$ cat src/sram_tap_map.svh
// shared constants of the boundary scan test port
// assumes inclusion by bare name from the package and the design modules
`ifndef SRAM_TAP_MAP_SVH
`define SRAM_TAP_MAP_SVH

`define IR_WIDTH 3
`define IR_CAPTURE_PATTERN 2'h1
`define IR_EXTEST 3'h0
`define IR_IDCODE 3'h1
`define IR_SAMPLE_Z 3'h2
`define IR_SAMPLE 3'h4
`define IR_BYPASS 3'h7
`define ID_WIDTH 32
// identity value is arbitrary; bit 0 marks an identification register
`define ID_CODE_X36 32'h0ACE5A5B
`define ID_CODE_X18 32'h0ACE3A5B
`define BSR_LEN_X36 70
`define BSR_LEN_X18 51
`define RESET_TMS_EDGES 5

`endif

$ cat src/sram_tap_pkg.sv
// types shared by the test port modules
// assumes sram_tap_map.svh on the include path
`include "sram_tap_map.svh"
package sram_tap_pkg;
  typedef enum logic [3:0] {
    TestLogicReset, RunIdle, SelectDr, CaptureDr, ShiftDr, Exit1Dr, PauseDr, Exit2Dr,
    UpdateDr, SelectIr, CaptureIr, ShiftIr, Exit1Ir, PauseIr, Exit2Ir, UpdateIr
  } tap_state_e;
endpackage

$ cat src/tap_edge_if.sv
// sampled link pins and their detected edges, between top and state machine
// assumes a single clk_sys domain
`timescale 1ns/1ns
interface tap_edge_if;
  logic tckRise;
  logic tmsLevel;
  modport src (output tckRise, output tmsLevel);
  modport dst (input tckRise, input tmsLevel);
endinterface

$ cat src/tap_fsm.sv
// sixteen-state test controller, advanced on each detected test clock rise
// assumes edges come from the top-level synchronisers
`timescale 1ns/1ns
module tap_fsm
  import sram_tap_pkg::*;
(
  input wire logic clk_sys,
  input wire logic rst,
  tap_edge_if.dst edges,
  output tap_state_e state
);
  tap_state_e state_q;
  tap_state_e state_d;

  assign state = state_q;

  always_comb begin
    state_d = state_q;
    case (state_q) // RQ24
      TestLogicReset: state_d = edges.tmsLevel ? TestLogicReset : RunIdle;
      RunIdle: state_d = edges.tmsLevel ? SelectDr : RunIdle;
      SelectDr: state_d = edges.tmsLevel ? SelectIr : CaptureDr;
      CaptureDr: state_d = edges.tmsLevel ? Exit1Dr : ShiftDr;
      ShiftDr: state_d = edges.tmsLevel ? Exit1Dr : ShiftDr;
      Exit1Dr: state_d = edges.tmsLevel ? UpdateDr : PauseDr;
      PauseDr: state_d = edges.tmsLevel ? Exit2Dr : PauseDr;
      Exit2Dr: state_d = edges.tmsLevel ? UpdateDr : ShiftDr;
      UpdateDr: state_d = edges.tmsLevel ? SelectDr : RunIdle;
      SelectIr: state_d = edges.tmsLevel ? TestLogicReset : CaptureIr; // RQ5
      CaptureIr: state_d = edges.tmsLevel ? Exit1Ir : ShiftIr;
      ShiftIr: state_d = edges.tmsLevel ? Exit1Ir : ShiftIr;
      Exit1Ir: state_d = edges.tmsLevel ? UpdateIr : PauseIr;
      PauseIr: state_d = edges.tmsLevel ? Exit2Ir : PauseIr;
      Exit2Ir: state_d = edges.tmsLevel ? UpdateIr : ShiftIr;
      UpdateIr: state_d = edges.tmsLevel ? SelectDr : RunIdle;
      default: state_d = TestLogicReset;
    endcase
  end

  // power-up lands in the reset state
  always_ff @(posedge clk_sys or posedge rst) begin
    if (rst) begin
      state_q <= TestLogicReset; // RQ6
    end else if (edges.tckRise) begin
      state_q <= state_d; // RQ3
    end
  end
endmodule // tap_fsm

$ cat src/sram_boundary_scan_tap.sv
// boundary scan test access port of a burst memory, oversampling the test clock
// assumes clk_sys at 10 MHz or more faster than the test clock; pin ring on pinRing
//
// Contract
// RQ1 - unused port: the outside holds the test clock low, so nothing advances.
// RQ2 - unconnected mode select and data input read as logic high.
// RQ3 - mode select and data sampled on clock rise; data out changes on fall.
// RQ4 - serial data enters at the top bit and leaves from bit zero.
// RQ5 - five rises with mode select high reach reset; memory undisturbed.
// RQ6 - power-up resets the controller, so data out starts undriven.
// RQ7 - data out driven only while a register shifts.
// RQ8 - the instruction selects exactly one register between data in and out.
// RQ9 - three-bit instruction, preset to identification read at reset.
// RQ10 - instruction capture loads 01 into the two lowest bits.
// RQ11 - bypass is one bit, cleared when bypass runs.
// RQ12 - boundary chain is 70 bits wide-mode, 51 bits narrow-mode.
// RQ13 - chain holds cells for unconnected reserved package positions too.
// RQ14 - data capture snapshots the pin ring; data shift connects the chain.
// RQ15 - external test, sample and sample-floated select and capture the chain.
// RQ16 - identification instruction captures a hardwired 32-bit code.
// RQ17 - the outside issues only the five defined codes.
// RQ18 - the port never drives memory pins nor preloads buffers.
// RQ19 - shifted instruction takes effect only through instruction update.
// RQ20 - all-zero instruction acts as sample but floats memory outputs.
// RQ21 - sample-floated connects the chain and floats memory outputs.
// RQ22 - data update under sample has no effect beyond a pause.
// RQ23 - identification bit zero reads one.
// RQ24 - controller follows the standard sixteen-state transitions.
`timescale 1ns/1ns
`include "sram_tap_map.svh"
module sram_boundary_scan_tap
  import sram_tap_pkg::*;
#(
  parameter bit WIDE = 1'b1
)(
  input wire logic clk_sys,
  input wire logic rst,
  input wire logic tck,
  input wire logic tms,
  input wire logic tmsPullEn,
  input wire logic tdi,
  input wire logic tdiPullEn,
  input wire logic [`BSR_LEN_X36-1:0] pinRing,
  output logic tdo,
  output logic tdoOe,
  output logic memOutFloat
);
  localparam int BSR_LEN = WIDE ? `BSR_LEN_X36 : `BSR_LEN_X18; // RQ12
  localparam logic [`ID_WIDTH-1:0] ID_CODE = WIDE ? `ID_CODE_X36 : `ID_CODE_X18;

  // ----------------------------------------------------------------
  // pin synchronisers and edge detection
  // ----------------------------------------------------------------
  logic [1:0] tckSync_q;
  logic [1:0] tmsSync_q;
  logic [1:0] tdiSync_q;
  logic tckPrev_q;
  logic tmsPin;
  logic tdiPin;
  logic tckFall;
  tap_state_e state;
  tap_edge_if edges();

  // an undriven input reads high, as the internal pull-up would make it
  assign tmsPin = tmsPullEn ? 1'b1 : tms; // RQ2
  assign tdiPin = tdiPullEn ? 1'b1 : tdi; // RQ2

  // reset leaves the mode select and data synchronisers high and the test clock one low so a floating port idles in reset
  always_ff @(posedge clk_sys or posedge rst) begin
    if (rst) begin
      tckSync_q <= 2'h0;
      tmsSync_q <= 2'h3;
      tdiSync_q <= 2'h3;
      tckPrev_q <= 1'b0;
    end else begin
      tckSync_q <= {tckSync_q[0], tck};
      tmsSync_q <= {tmsSync_q[0], tmsPin};
      tdiSync_q <= {tdiSync_q[0], tdiPin};
      tckPrev_q <= tckSync_q[1];
    end
  end

  assign edges.tckRise = tckSync_q[1] & ~tckPrev_q; // RQ3
  assign edges.tmsLevel = tmsSync_q[1];
  assign tckFall = ~tckSync_q[1] & tckPrev_q;

  tap_fsm fsm (
    .clk_sys(clk_sys),
    .rst(rst),
    .edges(edges),
    .state(state)
  );

  // ----------------------------------------------------------------
  // instruction register
  // ----------------------------------------------------------------
  logic [`IR_WIDTH-1:0] irShift_q;
  logic [`IR_WIDTH-1:0] ir_q;

  always_ff @(posedge clk_sys or posedge rst) begin
    if (rst) begin
      irShift_q <= `IR_IDCODE;
    end else if (edges.tckRise) begin
      case (state)
        CaptureIr: irShift_q <= {ir_q[`IR_WIDTH-1], `IR_CAPTURE_PATTERN}; // RQ10
        ShiftIr: irShift_q <= {tdiSync_q[1], irShift_q[`IR_WIDTH-1:1]}; // RQ4
        default: irShift_q <= irShift_q;
      endcase
    end
  end

  // preset as soon as the reset state is entered, not at the rise after it
  always_ff @(posedge clk_sys or posedge rst) begin
    if (rst) begin
      ir_q <= `IR_IDCODE; // RQ9
    end else if (state == TestLogicReset) begin
      ir_q <= `IR_IDCODE; // RQ9
    end else if (edges.tckRise && state == UpdateIr) begin
      ir_q <= irShift_q; // RQ19
    end
  end

  // ----------------------------------------------------------------
  // instruction decode
  // ----------------------------------------------------------------
  logic selBsr;
  logic selId;
  logic selBypass;

  // reserved codes fall to bypass so that one register always stands in the path
  always_comb begin
    selBsr = 1'b0;
    selId = 1'b0;
    selBypass = 1'b0;
    case (ir_q) // RQ8
      `IR_EXTEST, `IR_SAMPLE, `IR_SAMPLE_Z: selBsr = 1'b1; // RQ15
      `IR_IDCODE: selId = 1'b1;
      default: selBypass = 1'b1; // RQ17
    endcase
  end

  // only a float request leaves this port; no pin value is ever driven into the memory
  always_ff @(posedge clk_sys or posedge rst) begin
    if (rst) begin
      memOutFloat <= 1'b0;
    end else begin
      memOutFloat <= (ir_q == `IR_EXTEST) || (ir_q == `IR_SAMPLE_Z); // RQ20 RQ21 RQ18
    end
  end

  // ----------------------------------------------------------------
  // data registers
  // ----------------------------------------------------------------
  logic [BSR_LEN-1:0] bsr_q;
  logic [`ID_WIDTH-1:0] id_q;
  logic bypass_q;

  // pinRing includes cells for reserved unconnected package positions
  always_ff @(posedge clk_sys or posedge rst) begin
    if (rst) begin
      bsr_q <= '0;
    end else if (edges.tckRise && selBsr) begin
      case (state)
        CaptureDr: bsr_q <= pinRing[BSR_LEN-1:0]; // RQ14 RQ13
        ShiftDr: bsr_q <= {tdiSync_q[1], bsr_q[BSR_LEN-1:1]}; // RQ4 RQ14
        // update has no preload, so it holds like a pause
        default: bsr_q <= bsr_q; // RQ22 RQ18
      endcase
    end
  end

  always_ff @(posedge clk_sys or posedge rst) begin
    if (rst) begin
      id_q <= '0;
    end else if (edges.tckRise && selId) begin
      case (state)
        CaptureDr: id_q <= {ID_CODE[`ID_WIDTH-1:1], 1'b1}; // RQ16 RQ23
        ShiftDr: id_q <= {tdiSync_q[1], id_q[`ID_WIDTH-1:1]}; // RQ4
        default: id_q <= id_q;
      endcase
    end
  end

  always_ff @(posedge clk_sys or posedge rst) begin
    if (rst) begin
      bypass_q <= 1'b0;
    end else if (edges.tckRise && selBypass) begin
      case (state)
        CaptureDr: bypass_q <= 1'b0; // RQ11
        ShiftDr: bypass_q <= tdiSync_q[1];
        default: bypass_q <= bypass_q;
      endcase
    end
  end

  // ----------------------------------------------------------------
  // serial output, changed on the falling test clock edge
  // ----------------------------------------------------------------
  logic tdoNext;

  always_comb begin
    if (state == ShiftIr) begin
      tdoNext = irShift_q[0];
    end else if (selBsr) begin
      tdoNext = bsr_q[0];
    end else if (selId) begin
      tdoNext = id_q[0];
    end else begin
      tdoNext = bypass_q;
    end
  end

  // with the test clock held low no fall ever comes and the port stays quiet
  always_ff @(posedge clk_sys or posedge rst) begin
    if (rst) begin
      tdo <= 1'b0;
      tdoOe <= 1'b0; // RQ6
    end else if (tckFall) begin
      tdo <= tdoNext; // RQ3 RQ1
      tdoOe <= (state == ShiftIr) || (state == ShiftDr); // RQ7
    end
  end
endmodule // sram_boundary_scan_tap

$ cat config.mk
export PLATFORM = sky130hd
export DESIGN_NAME = sram_boundary_scan_tap
export DESIGN_NICKNAME = d
export VERILOG_FILES = /design/src/sram_tap_pkg.sv /design/src/tap_edge_if.sv /design/src/tap_fsm.sv /design/src/sram_boundary_scan_tap.sv
export VERILOG_INCLUDE_DIRS = /design/src /design/src/src
export SDC_FILE = /design/constraint.sdc
export NUM_CORES = 1
export LEC_CHECK = 0
export BUFFER_PORTS_ARGS = -buffer_cell sky130_fd_sc_hd__buf_2
export CAP_MARGIN = 5
export CORE_AREA = 2 2 112 114
export CTS_CLUSTER_DIAMETER = 30
export DETAILED_ROUTE_END_ITERATION = 10
export DIE_AREA = 0 0 114 116
export HOLD_SLACK_MARGIN = 0.15
export PLACE_DENSITY = 0.76
export SYNTH_ARGS = -nofsm -noshare
export SYNTH_HDL_FRONTEND = slang
export SYNTH_HIERARCHICAL = 1
export SYNTH_SLANG_ARGS = --single-unit
$ cat constraint.sdc
create_clock -name clk_sys -period 3.88 [get_ports clk_sys]
set_input_delay 0.776 -clock clk_sys [delete_from_list [all_inputs] [get_ports clk_sys]]
set_output_delay 0.776 -clock clk_sys [all_outputs]
set_load 0.05 [all_outputs]
==> metrics.yaml <==
ys_ff_latch: 123
slew-limit-headroom: 0.278
holdWs_ns: 0.261
vdd_ir_drop_max_mv: 0.460
seqPwrFrac: 0.367
area.growth.synth_to_final_pct: 16.9
synth_top_area_share: 0.467
ys_types: 46
cts_tree: "done"
final_max_slew_viol_count: 0
skew_ns: 0.00760
final_nets: 608
worstMarginPinSlew_ns: 1.08
cts_buffer_depth: 2
clock_latency_ns: 0.41
die_area_mm2: 0.0132
min_period_ns: 2.85
leakagePower_uw: 0.00348
placed_area_mm2: 0.00667
drtIter0Drc: 276
ant_nets: 0
status: "complete, no violations"
synthCells: 454
placement_rows: 40
synth_common_cells: "117 x dfrtp_1, 78 x mux2_2, 70 x mux2_4, 36 x nand2_1, 20 x inv_1"
power.density_mw_per_mm2: 614
finalHoldViolCount: 0
gr-total-overflow: 0
synthAdderAreaFrac: 0
yosysTopAreaCell: "dfrtp_1"
drive_above_1_share: 0.522
hold_path.class: "in -> async"
antenna_found_initial: 0
internal_power_uw: 3250
net-switching-power_uw: 1250
async_flop_share: 1.00
rsz0062_at_grt: "false"
startpoint_type: "register"
drc: 0
initial_core_util: 0.526
vias: 3636
synth_area_mm2: 0.00627
numClockSinks: 123
root_buffer: "clkbuf_16"
routabilityCongestion: 0.761
synth-simple-area-share: 0.0711
hold_buffers: 0
io-pin-count: 80
synth_top_family_by_area: "multiplexers"
reg2reg_slack_ns: 1.03
critical-path-slowest-cell: "nand3_4"
synthesis.nets: 531
cp.arrival_ns: 3.14
core_mm2: 0.0119
dpl.hpwl_um: 6920
yosys_warnings: 6
syn_area_per_cell_um2: 13.8
post_cts_buffers: 0
first_pass_iters: 5
p_comb_frac: 0.244
wire_per_inst_um: 16.0
swShare: 0.278
required_ns: 4.17
vias_per_cell: 5.26
synth-edff-count: 0
fin_area_mm2: 0.00733
pre_cts_slack_ns: 1.08
path_cells: "or3b_1, o21ai_2, nand3_4, buf_4, mux2_4"
crit_path_max_fanout: 42
fin_crit_sh: 0.734
cts_buffers: 17
synth_most_common_cell: "dfrtp_1"
setup_viol: 0
die_w_um: 114
grt_pass1_vias: 3880
setup_tns_ns: 0
antenna_cells: 0
drt_wl_total_um: 11100
cts.clk_slew.worst_paths_ns: 0.05
htree_levels: 4
placed_cells: 659
critPathMaxStageDelay_ns: 0.67
synth_compound_area_frac: 0.0291
grt_pass1_wl_um: 18900
worst_slack_ns: 1.03
max_cap_viol_count: 0
seq_area_frac_synth: 0.492
power.clock.fraction: 0.389
synth_mux_area_frac: 0.356
io_buffers: 79
worstSetupEndpointType: "register"
grt.total_usage: 0.183
die_h_um: 116
ys.flop_type: "dfrtp_1"
synthXorXnorAreaFrac: 0
critPathKind: "reg -> reg"
synthTopCellsByArea: "dfrtp_1 47%, mux2_4 17%, mux2_2 14%"
fin_cells: 691
cts_resized: 0
grt_max_degree: 104
fmax_mhz: 351
-- final cells by class --
cell class,count,area [um^2]
clock buffer,20,467
clock inverter,12,193
fill,902,4580
inverter,20,78.8
multi-input combinational,283,2860
sequential,123,3090
tap,147,184
timing repair buffer,86,460
-- path summary, 6_finish.rpt --
check / startpoint / to / cells past startpoint
worst max register to register: fsm/state[0] / bsr_q[15] / 5
worst min register to register: tckSync_q[0] / tckSync_q[1] / 0
max in group asynchronous: rst / id_q[2] / 3
worst min-delay path: rst / fsm/state[2] / 2
min in group clk_sys: tckSync_q[0] / tckSync_q[1] / 0
worst max-delay path: fsm/state[0] / bsr_q[15] / 5
-- cell usage in the layout, fill, tap and decap left out, types with 4 or more instances in the layout --
cell,n
inv_1,19
nand2b_1,9
clkinvlp_4,4
mux2i_1,18
buf_4,6
nor2b_1,4
mux2_1,11
clkbuf_16,17
nor2_1,6
buf_2,79
dfrtp_1,117
mux2_2,78
mux2_4,70
dfstp_2,6
a21oi_1,5
clkinv_2,4
nand2_1,36
bufinv_16,5
o21ai_0,8
-- flip-flops by register name, summed over array words and instances (netlist names) --
| name | flops |
|---|---|
| bsr_q | 70 |
| bypass_q | 1 |
| fsm/state | 4 |
| id_q | 32 |
| irShift_q | 3 |
| ir_q | 3 |
| memOutFloat | 1 |
| tckPrev_q | 1 |
| tckSync_q | 2 |
| tdiSync_q | 2 |
| tdo | 1 |
| tdoOe | 1 |
| tmsSync_q | 2 |
-- power by group through the flow --
stage	logic, uW	registers (uW)	clock network (uW)
after CTS	1110	1650	1780
after global routing	1210	1680	1840
final	1100	1650	1750
after detailed placement	1100	1670	0
after global placement	1060	1650	0
after floorplan	979	1620	0
-- per-stage QoR --
step	utilization	total power, uW
detailed placement	0.560	2760
CTS	0.615	4530
global route	0.615	4730
finish	0.615	4500
global placement	0.560	2710
floorplan	-	2600
-- critical path, delay by kind of cell, from the launching register on --
kind                   cells  cell delay (ns)
multiplexers               1             0.33
flip-flops                 1             0.58
AND/OR/NAND/NOR            2             1.12
AO/OA/AOI/OAI              1             0.13
buffers and inverters      1             0.52
-- routing by layer --
layer | GRT usage | up-vias | routed length (um)
met5 | 0 | - | 0
met4 | 0.0504 | 0 | 77
met3 | 0.0758 | 11 | 715
met2 | 0.285 | 92 | 5270
met1 | 0.238 | 1802 | 5020
li1 | - | 1731 | -
-- cells by family after synthesis --
group | count (synthesis)
DFF | 123
and+or+nand+nor | 78
buffers and inverters | 48
muxes | 177
AOI/OAI and AO/OA | 28
No activity file was read; power rests on OpenSTA's default activity.
